===== src/verilog/sec_event_pkg.sv =====
// package for the macsec event and packet-number update block
// assumes a single 200 MHz clock and an ahb-lite register bus
package sec_event_pkg;

   // ---------------------------------------------------------------
   // register offsets (byte addresses)
   // ---------------------------------------------------------------
   localparam logic [7:0] OFF_CRYPTO_ERROR_STATUS = 8'h00;
   localparam logic [7:0] OFF_CRYPTO_ERROR_ENABLE = 8'h04;
   localparam logic [7:0] OFF_PN_WARNING_THRESHOLD = 8'h08;
   localparam logic [7:0] OFF_DROP_STATUS = 8'h0C;
   localparam logic [7:0] OFF_DROP_ENABLE = 8'h10;
   localparam logic [7:0] OFF_PN_TARGET_LOW = 8'h14;
   localparam logic [7:0] OFF_PN_TARGET_HIGH = 8'h18;
   localparam logic [7:0] OFF_PN_TARGET_FLOW_SELECT = 8'h1C;
   localparam logic [7:0] OFF_PN_UPDATE_CTRL = 8'h20;
   localparam logic [7:0] OFF_IN_OVERRUN_COUNT = 8'h24;

   // ---------------------------------------------------------------
   // field positions
   // ---------------------------------------------------------------
   localparam int BIT_INPUT_ERR = 0;
   localparam int BIT_OUTPUT_ERR = 1;
   localparam int BIT_PROC_ERR = 2;
   localparam int BIT_CTX_ERR = 3;
   localparam int BIT_PN_THRESH = 4;
   localparam int BIT_FATAL_ERR = 14;
   localparam logic [31:0] CRYPTO_STATUS_MASK = 32'h0000_401F;
   // drop status: [6] class, [5] consist, [4] post, [3] mtu (ingress)
   //              [2] class, [1] post, [0] mtu (egress)
   localparam int NUM_DROP = 7;
   localparam int BIT_UPDATE_REQ = 0;
   localparam int BIT_XPN = 1;

   // ---------------------------------------------------------------
   // reset values and sizes
   // ---------------------------------------------------------------
   localparam logic [31:0] RST_PN_WARNING_THRESHOLD = 32'hFFFF_FFFF;
   localparam logic [31:0] RST_ZERO = 32'h0000_0000;
   localparam int NUM_CTX = 8;
   localparam int CTX_W = 3;

   // ---------------------------------------------------------------
   // carriers
   // ---------------------------------------------------------------
   typedef struct packed {
      logic input_err;
      logic output_err;
      logic proc_err;
      logic ctx_err;
      logic fatal_err;
   } core_fault_t;

   typedef struct packed {
      logic in_class;
      logic in_consist;
      logic in_post;
      logic in_mtu;
      logic out_class;
      logic out_post;
      logic out_mtu;
   } drop_event_t;

   typedef struct packed {
      logic valid;
      logic [CTX_W-1:0] ctx;
      logic [31:0] pn;
   } egress_pn_t;

   typedef struct packed {
      logic valid;
      logic [CTX_W-1:0] ctx;
      logic auth_only;
      logic [15:0] octets;
   } in_octet_t;

   typedef struct packed {
      logic valid;
      logic [CTX_W-1:0] ctx;
      logic auth_only;
   } out_pkt_t;

   typedef enum logic [1:0] {
      UPD_IDLE = 2'b00,
      UPD_READ = 2'b01,
      UPD_WRITE = 2'b11
   } upd_state_t;

endpackage

===== src/verilog/sec_event_ctrl.sv =====
// event, statistics and packet-number update logic of the frame-protection engine
// assumes ahb-lite single word transfers; the transform datapath reports events as
// one-cycle pulses and owns the context store reached via ctx_* ports
//
// Overview of operation
// five ingress and four egress interrupt sources
// software reads cause, writes ones to clear
// bit 0 on short malformed packet
// bit 1 output error, bit 14 fatal
// bit 2 on flow type mismatch
// bit 3 on invalid transform record
// bit 4 when egress pn passes threshold
// threshold crossing only warns, processing continues
// software programs threshold and enables interrupt
// software disables, clears, rekeys, re-enables
// classification drop raises its interrupt
// ingress consistency drop raises its interrupt
// other post-processing drops raise interrupt
// mtu drop raises its own interrupt
// ingress overrun count reads as zero
// ingress sa shares one octet counter
// egress sa shares one packet counter
// host writes target, flow, then request
// stored pn below target gets replaced
// pn at or above target unchanged
// lowest pn derived from new pn, window
// request bit self-clears after record write
// sources latch, enable gates onto output
`timescale 1ns/1ps
`default_nettype none
module sec_event_ctrl
   import sec_event_pkg::*;
(
   input wire logic hclk, // bus and processing clock
   input wire logic hresetn, // async reset, low active
   input wire logic hsel, // slave select
   input wire logic [31:0] haddr, // byte address
   input wire logic [1:0] htrans, // transfer type
   input wire logic hwrite, // write when high
   input wire logic [2:0] hsize, // transfer size
   input wire logic [31:0] hwdata, // write data
   input wire logic hready, // bus ready in
   output logic [31:0] hrdata, // read data
   output logic hreadyout, // slave ready
   output logic hresp, // always okay
   input wire core_fault_t core_fault, // crypto core fault pulses
   input wire egress_pn_t egress_pn, // egress pn report per packet
   input wire drop_event_t drop_event, // drop pulses
   input wire in_octet_t in_octet, // ingress octets per sa
   input wire out_pkt_t out_pkt, // egress packet per sa
   output logic [CTX_W-1:0] ctx_addr, // context store index
   input wire logic [63:0] ctx_pn_rdata, // stored sequence number
   input wire logic [31:0] ctx_window, // replay window size
   output logic ctx_wr, // context write strobe
   output logic [63:0] ctx_pn_wdata, // new sequence number
   output logic [63:0] ctx_lowest_pn, // derived lowest acceptable pn
   output logic [CTX_W:0] ctx_sel_sa, // statistics read select
   output logic [47:0] sa_octets, // selected ingress sa octets
   output logic [39:0] sa_out_pkts, // selected egress sa packets
   output logic crypto_irq, // crypto core interrupt
   output logic drop_irq // any drop interrupt
);

   // ---------------------------------------------------------------
   // state
   // ---------------------------------------------------------------
   typedef struct packed {
      logic [31:0] status;
      logic [31:0] enable;
      logic [31:0] threshold;
      logic [NUM_DROP-1:0] drop_st;
      logic [NUM_DROP-1:0] drop_en;
      logic [31:0] tgt_lo;
      logic [31:0] tgt_hi;
      logic [CTX_W-1:0] tgt_ctx;
      logic req;
      logic xpn;
      upd_state_t upd;
      logic [63:0] wdata;
      logic [63:0] lowest;
      logic wr;
      logic ph_valid;
      logic ph_write;
      logic [7:0] ph_addr;
      logic [31:0] rdata;
      logic [CTX_W:0] stat_sel;
   } state_t;

   state_t st_reg, st_next;
   logic [NUM_CTX-1:0][47:0] octets_reg;
   logic [NUM_CTX-1:0][39:0] pkts_reg;

   // ---------------------------------------------------------------
   // per sa statistics
   // ---------------------------------------------------------------
   // one shared counter per sa; auth_only is not used here, so splitting
   // into global totals is left to software
   genvar gi;
   generate
      for (gi = 0; gi < NUM_CTX; gi++) begin : g_sa
         always_ff @(posedge hclk or negedge hresetn) begin
            if (!hresetn) begin
               octets_reg[gi] <= 48'h0000_0000_0000;
               pkts_reg[gi] <= 40'h00_0000_0000;
            end else begin
               if (in_octet.valid && in_octet.ctx == CTX_W'(gi)) begin
                  octets_reg[gi] <= octets_reg[gi] + 48'(in_octet.octets);
               end
               if (out_pkt.valid && out_pkt.ctx == CTX_W'(gi)) begin
                  pkts_reg[gi] <= pkts_reg[gi] + 40'h00_0000_0001;
               end
            end
         end
      end
   endgenerate

   // ---------------------------------------------------------------
   // next state
   // ---------------------------------------------------------------
   logic [31:0] set_bits;
   logic [NUM_DROP-1:0] drop_set;
   logic [31:0] w1c;
   logic [63:0] target;
   logic [63:0] stored;
   logic take;

   always_comb begin
      st_next = st_reg;
      st_next.wr = 1'b0;
      take = hsel && hready && htrans[1];
      target = st_reg.xpn ? {st_reg.tgt_hi, st_reg.tgt_lo} : {32'h0000_0000, st_reg.tgt_lo};
      stored = st_reg.xpn ? ctx_pn_rdata : {32'h0000_0000, ctx_pn_rdata[31:0]};

      set_bits = 32'h0000_0000;
      set_bits[BIT_INPUT_ERR] = core_fault.input_err;
      set_bits[BIT_OUTPUT_ERR] = core_fault.output_err;
      set_bits[BIT_FATAL_ERR] = core_fault.fatal_err;
      set_bits[BIT_PROC_ERR] = core_fault.proc_err;
      set_bits[BIT_CTX_ERR] = core_fault.ctx_err;
      // warning only: nothing here reaches the datapath
      set_bits[BIT_PN_THRESH] = egress_pn.valid && (egress_pn.pn > st_reg.threshold);

      drop_set = {drop_event.in_class, drop_event.in_consist, drop_event.in_post,
         drop_event.in_mtu, drop_event.out_class, drop_event.out_post,
         drop_event.out_mtu};

      w1c = 32'h0000_0000;
      if (st_reg.ph_valid && st_reg.ph_write) begin
         unique case (st_reg.ph_addr)
            OFF_CRYPTO_ERROR_STATUS: w1c = hwdata;
            OFF_CRYPTO_ERROR_ENABLE: st_next.enable = hwdata & CRYPTO_STATUS_MASK;
            OFF_PN_WARNING_THRESHOLD: st_next.threshold = hwdata;
            OFF_DROP_STATUS: st_next.drop_st = st_reg.drop_st & ~hwdata[NUM_DROP-1:0];
            OFF_DROP_ENABLE: st_next.drop_en = hwdata[NUM_DROP-1:0];
            OFF_PN_TARGET_LOW: st_next.tgt_lo = hwdata;
            OFF_PN_TARGET_HIGH: st_next.tgt_hi = hwdata;
            OFF_PN_TARGET_FLOW_SELECT: st_next.tgt_ctx = hwdata[CTX_W-1:0];
            OFF_IN_OVERRUN_COUNT: st_next.stat_sel = hwdata[CTX_W:0];
            OFF_PN_UPDATE_CTRL: begin
               // a request while one is running is ignored
               if (st_reg.upd == UPD_IDLE) begin
                  st_next.req = hwdata[BIT_UPDATE_REQ];
                  st_next.xpn = hwdata[BIT_XPN];
               end
            end
            default: ;
         endcase
      end
      // set wins over clear
      st_next.status = ((st_reg.status & ~w1c) | set_bits) & CRYPTO_STATUS_MASK;
      st_next.drop_st = st_next.drop_st | drop_set;

      unique case (st_reg.upd)
         UPD_IDLE: begin
            if (st_reg.req) begin
               st_next.upd = UPD_READ;
            end
         end
         UPD_READ: begin
            if (stored < target) begin
               st_next.wdata = target;
               st_next.lowest = (target > 64'(ctx_window)) ? target - 64'(ctx_window) :
                  64'h0000_0000_0000_0001;
               st_next.wr = 1'b1;
               st_next.upd = UPD_WRITE;
            end else begin
               st_next.req = 1'b0;
               st_next.upd = UPD_IDLE;
            end
         end
         UPD_WRITE: begin
            st_next.req = 1'b0;
            st_next.upd = UPD_IDLE;
         end
      endcase

      st_next.ph_valid = take;
      if (take) begin
         st_next.ph_write = hwrite;
         st_next.ph_addr = haddr[7:0];
      end
      st_next.rdata = 32'h0000_0000;
      if (take && !hwrite) begin
         unique case (haddr[7:0])
            OFF_CRYPTO_ERROR_STATUS: st_next.rdata = st_reg.status;
            OFF_CRYPTO_ERROR_ENABLE: st_next.rdata = st_reg.enable;
            OFF_PN_WARNING_THRESHOLD: st_next.rdata = st_reg.threshold;
            OFF_DROP_STATUS: st_next.rdata = 32'(st_reg.drop_st);
            OFF_DROP_ENABLE: st_next.rdata = 32'(st_reg.drop_en);
            OFF_PN_TARGET_LOW: st_next.rdata = st_reg.tgt_lo;
            OFF_PN_TARGET_HIGH: st_next.rdata = st_reg.tgt_hi;
            OFF_PN_TARGET_FLOW_SELECT: st_next.rdata = 32'(st_reg.tgt_ctx);
            OFF_PN_UPDATE_CTRL: st_next.rdata = {30'h000_0000, st_reg.xpn, st_reg.req};
            OFF_IN_OVERRUN_COUNT: st_next.rdata = RST_ZERO;
            default: st_next.rdata = RST_ZERO;
         endcase
      end
   end

   // ---------------------------------------------------------------
   // registers
   // ---------------------------------------------------------------
   always_ff @(posedge hclk or negedge hresetn) begin
      if (!hresetn) begin
         st_reg <= '0;
         st_reg.threshold <= RST_PN_WARNING_THRESHOLD;
         st_reg.upd <= UPD_IDLE;
      end else begin
         st_reg <= st_next;
      end
   end

   // ---------------------------------------------------------------
   // outputs
   // ---------------------------------------------------------------
   assign hrdata = st_reg.rdata;
   assign hreadyout = 1'b1;
   assign hresp = 1'b0;
   assign ctx_addr = st_reg.tgt_ctx;
   assign ctx_wr = st_reg.wr;
   assign ctx_pn_wdata = st_reg.wdata;
   assign ctx_lowest_pn = st_reg.lowest;
   assign ctx_sel_sa = st_reg.stat_sel;
   assign sa_octets = octets_reg[st_reg.stat_sel[CTX_W-1:0]];
   assign sa_out_pkts = pkts_reg[st_reg.stat_sel[CTX_W-1:0]];
   // seven drop sources plus crypto give five ingress, four egress
   assign crypto_irq = |(st_reg.status & st_reg.enable);
   assign drop_irq = |(st_reg.drop_st & st_reg.drop_en);

   // ---------------------------------------------------------------
   // checks
   // ---------------------------------------------------------------
   property p_set_wins;
      @(posedge hclk) disable iff (!hresetn)
      core_fault.input_err |=> st_reg.status[BIT_INPUT_ERR];
   endproperty
   a_set_wins: assert property (p_set_wins) else $error("input error not latched");

   property p_fatal;
      @(posedge hclk) disable iff (!hresetn)
      core_fault.fatal_err |=> st_reg.status[BIT_FATAL_ERR] && st_reg.status[BIT_FATAL_ERR];
   endproperty
   a_fatal: assert property (p_fatal) else $error("fatal error not latched");

   property p_thresh;
      @(posedge hclk) disable iff (!hresetn)
      (egress_pn.valid && egress_pn.pn > st_reg.threshold) |=> st_reg.status[BIT_PN_THRESH];
   endproperty
   a_thresh: assert property (p_thresh) else $error("threshold warning missed");

   property p_w1c;
      @(posedge hclk) disable iff (!hresetn)
      (st_reg.ph_valid && st_reg.ph_write && st_reg.ph_addr == OFF_CRYPTO_ERROR_STATUS
       && hwdata[BIT_CTX_ERR] && !core_fault.ctx_err) |=> !st_reg.status[BIT_CTX_ERR];
   endproperty
   a_w1c: assert property (p_w1c) else $error("write one did not clear");

   property p_drop_latch;
      @(posedge hclk) disable iff (!hresetn)
      drop_event.in_consist |=> st_reg.drop_st[5] [*2];
   endproperty
   a_drop_latch: assert property (p_drop_latch) else $error("drop not held");

   property p_irq_gate;
      @(posedge hclk) disable iff (!hresetn)
      (st_reg.drop_en == '0 && st_reg.enable == RST_ZERO) |-> !drop_irq && !crypto_irq;
   endproperty
   a_irq_gate: assert property (p_irq_gate) else $error("interrupt passed disabled");

   property p_upd_write;
      @(posedge hclk) disable iff (!hresetn)
      (st_reg.upd == UPD_READ && stored < target) |=> ctx_wr && ctx_pn_wdata == $past(target);
   endproperty
   a_upd_write: assert property (p_upd_write) else $error("forward update missed");

   property p_no_write;
      @(posedge hclk) disable iff (!hresetn)
      (st_reg.upd == UPD_READ && stored >= target) |=> !ctx_wr ##1 !ctx_wr;
   endproperty
   a_no_write: assert property (p_no_write) else $error("record written wrongly");

   property p_selfclear;
      @(posedge hclk) disable iff (!hresetn)
      $rose(st_reg.req) |-> ##[1:3] !st_reg.req;
   endproperty
   a_selfclear: assert property (p_selfclear) else $error("request not cleared");

   property p_overrun;
      @(posedge hclk) disable iff (!hresetn)
      (hsel && hready && htrans[1] && !hwrite && haddr[7:0] == OFF_IN_OVERRUN_COUNT)
      |=> hrdata == RST_ZERO;
   endproperty
   a_overrun: assert property (p_overrun) else $error("overrun count not zero");

   property p_out_err;
      @(posedge hclk) disable iff (!hresetn)
      core_fault.output_err |=> st_reg.status[BIT_OUTPUT_ERR];
   endproperty
   a_out_err: assert property (p_out_err) else $error("output error not latched");

   property p_proc_err;
      @(posedge hclk) disable iff (!hresetn)
      core_fault.proc_err |=> st_reg.status[BIT_PROC_ERR];
   endproperty
   a_proc_err: assert property (p_proc_err) else $error("processing error not latched");

   property p_ctx_err;
      @(posedge hclk) disable iff (!hresetn)
      core_fault.ctx_err |=> st_reg.status[BIT_CTX_ERR];
   endproperty
   a_ctx_err: assert property (p_ctx_err) else $error("context error not latched");

   property p_post_drop;
      @(posedge hclk) disable iff (!hresetn)
      drop_event.in_post |=> st_reg.drop_st[4];
   endproperty
   a_post_drop: assert property (p_post_drop) else $error("post drop not latched");

   property p_mtu_drop;
      @(posedge hclk) disable iff (!hresetn)
      drop_event.out_mtu |=> st_reg.drop_st[0];
   endproperty
   a_mtu_drop: assert property (p_mtu_drop) else $error("mtu drop not latched");

   property p_pn_quiet;
      @(posedge hclk) disable iff (!hresetn)
      (!st_reg.status[BIT_PN_THRESH] && !(egress_pn.valid && egress_pn.pn > st_reg.threshold))
      |=> !st_reg.status[BIT_PN_THRESH];
   endproperty
   a_pn_quiet: assert property (p_pn_quiet) else $error("threshold warning without cause");

   property p_wr_once;
      @(posedge hclk) disable iff (!hresetn)
      ctx_wr |=> !ctx_wr;
   endproperty
   a_wr_once: assert property (p_wr_once) else $error("record written twice");

   property p_lowest;
      @(posedge hclk) disable iff (!hresetn)
      ctx_wr |-> (ctx_lowest_pn <= ctx_pn_wdata) && (ctx_lowest_pn != '0);
   endproperty
   a_lowest: assert property (p_lowest) else $error("lowest pn out of range");

   property p_octets;
      @(posedge hclk) disable iff (!hresetn)
      (in_octet.valid && in_octet.ctx == ctx_sel_sa[CTX_W-1:0]) |=> ctx_sel_sa != $past(ctx_sel_sa)
      || sa_octets == $past(sa_octets) + 48'($past(in_octet.octets));
   endproperty
   a_octets: assert property (p_octets) else $error("sa octets not added");

   property p_pkts;
      @(posedge hclk) disable iff (!hresetn)
      (out_pkt.valid && out_pkt.ctx == ctx_sel_sa[CTX_W-1:0]) |=> ctx_sel_sa != $past(ctx_sel_sa)
      || sa_out_pkts == $past(sa_out_pkts) + 40'h00_0000_0001;
   endproperty
   a_pkts: assert property (p_pkts) else $error("sa packets not counted");

endmodule
`default_nettype wire


===== config.mk =====
export PLATFORM = sky130hd
export DESIGN_NAME = sec_event_ctrl
export DESIGN_NICKNAME = d
export VERILOG_FILES = /design/src/verilog/sec_event_pkg.sv /design/src/verilog/sec_event_ctrl.sv
export SDC_FILE = /design/constraint.sdc
export NUM_CORES = 2
export LEC_CHECK = 0
export ABC_AREA = 1
export BUFFER_PORTS_ARGS = -buffer_cell sky130_fd_sc_hd__buf_4
export CORE_ASPECT_RATIO = 1.25
export CORE_MARGIN = 1
export CORE_UTILIZATION = 50
export CTS_BUF_LIST = sky130_fd_sc_hd__clkbuf_4 sky130_fd_sc_hd__clkbuf_8 sky130_fd_sc_hd__clkbuf_16
export DETAILED_ROUTE_END_ITERATION = 16
export GPL_TIMING_DRIVEN = 1
export PLACE_DENSITY = 0.72
export SYNTH_ARGS = -nofsm -noshare
export SYNTH_HDL_FRONTEND = slang
export SYNTH_SLANG_ARGS = --single-unit

===== constraint.sdc =====
create_clock -name hclk -period 4.7 [get_ports hclk]
set_input_delay 0.94 -clock hclk [delete_from_list [all_inputs] [get_ports hclk]]
set_output_delay 0.94 -clock hclk [all_outputs]
set_load 0.1 [all_outputs]

### Word-level counts from Yosys, hierarchy flattened

Cells that the tools add are included.

* register bits after elaboration: 1008
* input bits: 244
* output and inout port bits: 260

* $add $sub $neg: 17
* order comparisons: 4
* eq/ne operators: 34
* multiplexer cells: 26
* bitwise gates (word level): 8
* reductions and logical operators: 38

Operators by type and width (count)
* 48-bit by 16-bit adder with 48-bit output: 8
* 40-bit by 1-bit adder with 40-bit output (second input constant): 8
* 32-bit case mux with 9 select lines: 1
* 64-bit 2-to-1 mux: 3
* 48-bit binary-select mux with 3-bit select: 1
* 40-bit binary-select mux with 3-bit select: 1
* 32-bit 2-to-1 mux: 3
* 83-bit 2-to-1 mux: 1
* 8-bit by 5-bit equality test with 1-bit output (second input constant): 8
* 64-bit by 32-bit greater-than comparator with 1-bit output: 1
* 64-bit < comparator: 1
* 64-bit by 32-bit subtractor with 64-bit output: 1
* 48-bit 2-to-1 mux: 1
* 40-bit 2-to-1 mux: 1
* 8-bit by 4-bit equality test with 1-bit output (second input constant): 4
* 32-bit greater-than comparator: 1
* 32-bit OR reduction: 1
* 15-bit bitwise AND: 2
* 15-bit 2-to-1 mux: 2
* 3-bit equality test (second input constant): 8
* 8-bit by 6-bit equality test with 1-bit output (second input constant): 3
* 1-bit logical AND: 21
* 8-bit by 3-bit equality test with 1-bit output (second input constant): 2
* 8-bit zero test: 2
* other kinds (23): 42

### Longest topological paths before layout

* depth after elaboration: 6
* gate-level depth with buffers: 21

### Least setup slack after synthesis

No wires, ideal clock.

* path type: flip-flop to output port
* start point: register st_reg, in the netlist ctx_sel_sa[0]
* end point: output port sa_octets[18]
* arrival: 3148 ps
* required time: 3760 ps
* path slack: 612 ps
* stages on the path, launching flop included: 9
* buffers on the path: 4
* path through: dfrtp_1 -> clkbuf_1 -> buf_2 -> clkbuf_1 -> clkbuf_1 -> nor2_1 -> nor2_1 -> o21ai_0 -> a31oi_1

* word-level cells in the longest chain between the ends: 2

RTL lines
* from (decl): line sec_event_ctrl.sv:89 `state_t st_reg, st_next;`
* from (signal assigned): line sec_event_ctrl.sv:229 `st_reg <= st_next;`
* 48-bit binary-select mux with 3-bit select: line sec_event_ctrl.sv:244 `assign sa_octets = octets_reg[st_reg.stat_sel[CTX_W-1:0]];`
* 48-bit 2-to-1 mux (implied by the code): line sec_event_ctrl.sv:244
* to (decl): line sec_event_ctrl.sv:58 `output logic [47:0] sa_octets,`

No other way between the ends. The select of a mux whose other input is x is not followed.

### Final worst setup path

* start point: register st_reg, in the netlist ctx_sel_sa[0]
* end point: output port sa_octets[30]

The elaborated chain is that of the path after synthesis.

==> flow_summary_export.csv <==
group,metric,value,unit
floorplanning,boundaryPins,504,
yosys,synth_edf_count,0,
yosys,synth_fa_ha_area_share,5.06,%
place,port_buffers,468,
timing,layout_setup_ws,0.0377,ns
critical_path,reg2reg_setup_slack,0.74,ns
global_routing,grt_use_met2,60.0,%
cts,tritoncts,"built",
cells_and_area,multi_input_area,35900,sq um
floorplanning,start_util,50.3,%
route,drt-total-wl,252000,um
critical_path,path_max_fanout,115,
timing,max_slew_margin,13.7,%
floorplanning,die-area,138000,sq um
global_routing,grtUsageTotal,35.8,%
power_and_ir_drop,p_leak,38.8,nW
critical_path,cp_cell_sequence,"inv_8 > buf_4 > o21ai_0 > a31oi_1 > buf_4",
route,viasPerCell,5.64,
yosys,yosys.area.top_type,"dfrtp_1",
critical_path,crit_slowest_cell,"a31oi_1",
yosys,synth_compound_area_share,12.8,%
critical_path,critPathTopFamily,"buffers and inverters",
timing,period_share,99.2,%
critical_path,critPathMostFrequentCell,"buf_4",
timing,tns,0,ns
timing,setup_violations,0,
timing,max_freq,0.214,GHz
floorplanning,core,135000,sq um
route,wl_per_cell,21.8,um
global_routing,grt_pass1_wl,377000,um
flow_run,max-cap-violations,0,
yosys,avgSynthCellArea,7.24,sq um
global_routing,antenna_found_initial,1,
cts,clock_path_buffers,3,
yosys,synth_area,68200,sq um
cells_and_area,seq_area,25300,sq um
cts,cts_root_buffer,"clkbuf_16",
yosys,ys_seq_area_share,37.1,%
cells_and_area,largest_reg_flops,384,
floorplanning,fp.dieW,332,um
global_routing,busiest_layer,"met2",
route,dr.pass1.iters,6,
yosys,post_synth_and_or_nand_nor_area_fraction,27.1,%
route,drtAntennaViolNets,0,
cts,cts_max_level,3,
yosys,postSynth.asyncResetShare,100,%
cts,ctsHoldBuffers,0,
floorplanning,die_y,415,um
yosys,synth_nets,9921,
critical_path,r2r_end,"ctx_pn_wdata[30]$_DFFE_PN0P_",
critical_path,worst_path_largest_cell_delay,0.61,ns
route,drc,0,
cells_and_area,n_fill_cell,12900,
yosys,synth_xor_area_share,7.58,%
critical_path,cp.arrival,3.72,ns
critical_path,end_kind,"output pin",
global_routing,grt_pass1_vias,62500,
critical_path,rr_worst_depth,11,
yosys,synthCells,9407,
place,hpwl,200000,um
yosys,synthMuxAreaShare,0.0330,%
yosys,synth_top_family_by_area,"simple AND/OR/NAND/NOR gates",
min_path,hold_path.class,"in -> async",
yosys,synth_area_leaders,"dfrtp_1, nand2_1, inv_1",
global_routing,grt_max_degree,145,
place,gp_congestion,1.03,
yosys,ys_seq_elements,1008,
route,drtIter0Drc,6151,
timing,drv_slew,0,
power_and_ir_drop,power-per-cell-area,544,nW/um^2
route,vias,65000,
cts,postCtsSetupBuffers,0,
yosys,yosys.area.top_type_share,35.8,%
cts,clk_pin_slew,0.06,ns
cells_and_area,finalNetCount,10200,
yosys,yosysUniqueCellTypes,64,
global_routing,grt-ovfl-total,0,
timing,timing.hold.ws,0.275,ns
cts,cts_inserted_buffers,111,
cts,cts_repair_resize_count,0,
timing,fin_worst_skew,0.0266,ns
critical_path,startpoint_type,"flop",
global_routing,gr-usage-met1,44.2,%
critical_path,worst-path-buf-inv,3,
cells_and_area,layout-drive-gt1-share,10.2,%
timing,fin_crit,4.66,ns
timing,worst_slew_pin_slew,1.28,ns
cts,clock_latency,0.76,ns
power_and_ir_drop,peakVddDrop,0.813,mV
timing,grt_setup_unrepaired,"no",
cts,cts.sinks,1008,
global_routing,use_met3,4.40,%
floorplanning,placementRows,151,
cells_and_area,area_growth,12.4,%
critical_path,crit_type,"reg -> out",
critical_path,critical_path_required,3.76,ns
critical_path,r2r_start,"st_reg[177]$_DFFE_PN0P_",
place,place_ws,0.786,ns
outcome,status,"finished clean",
timing,finalHoldViolCount,0,
yosys,yosysWarnings,0,
yosys,synth_ff_type,"dfrtp_1",
## through the flow
stage | std cells | power (mW) | area (sq um) | utilization, %
after floorplan | 9407 | 26.9 | 68200 | -
after global placement | 11300 | 31.7 | 72700 | 53.6
after detailed placement | 11300 | 32.0 | 72700 | 53.6
after CTS | 11500 | 41.6 | 76600 | 56.6
after global routing | 11500 | 43.7 | 76600 | 56.6
final | 11500 | 41.7 | 76600 | 56.6
## cell families after synthesis
group,Yosys count
compound gates,1620
xor+xnor,590
fa+ha+maj,270
buf+inv,1685
flops,1008
mux,2
other cells,2
simple gates,4230
## synth_stat cells, types with 73 or more instances
cell / n
inv_1: 1257
nor2_1: 847
a221oi_1: 73
ha_1: 261
nor3_1: 235
nand4_1: 194
nand2_1: 2189
o21ai_0: 808
xnor2_1: 152
xor2_1: 438
dfrtp_1: 976
nor4_1: 109
a31oi_1: 96
clkbuf_1: 199
a21oi_1: 483
buf_4: 176
nand3_1: 435
## metal layers
layer	share of wire [%]	routed length, um
met4	6.6	16600
met3	6.4	16000
met2	47	119000
met1	40	100000
met5	0	0
## worst max path at each step
stage / startpoint / endpoint / slack [ns] / cells after the start
floorplan: ctx_sel_sa[0]$_DFFE_PN0P_ / sa_octets[18] / 0.61 / 8
global placement: in_octet[1] / octets_reg[226]$_DFFE_PN0P_ / 0.82 / 15
detailed placement: ctx_pn_rdata[59] / ctx_pn_wdata[24]$_DFFE_PN0P_ / 0.79 / 13
CTS: ctx_sel_sa[0]$_DFFE_PN0P_ / sa_octets[15] / 0.03 / 7
global route: ctx_sel_sa[0]$_DFFE_PN0P_ / sa_out_pkts[7] / 0.03 / 6
finish: ctx_sel_sa[0]$_DFFE_PN0P_ / sa_octets[30] / 0.04 / 5
## final cells by class
| type | instances | share of cell area, % |
|---|---|---|
| antenna | 1 | 0.00327 |
| clock buffer | 157 | 4.30 |
| clock inverter | 44 | 0.849 |
| inverter | 1268 | 6.23 |
| multi-input combinational | 6714 | 46.8 |
| sequential | 1008 | 33.0 |
| tap | 1759 | 2.87 |
| timing repair buffer | 573 | 5.93 |
## power breakdown
| group | switching, mW | internal, mW |
|---|---|---|
| clock | 3.92 | 5.65 |
| sequential | 1.73 | 10.4 |
| combinational | 14.8 | 5.15 |
| total | 20.5 | 21.2 |
## cells in the final DEF, fill, tap and decap left out, types with 152 or more instances in the layout
cell / n
xnor2_1: 152
nor2_1: 847
o21ai_0: 808
buf_4: 553
inv_1: 1255
nand3_1: 435
a21oi_1: 483
nand2_1: 2187
nor3_1: 234
dfrtp_1: 972
nand4_1: 194
xor2_1: 438
ha_1: 261
No activity file was read; power rests on OpenSTA's default activity.
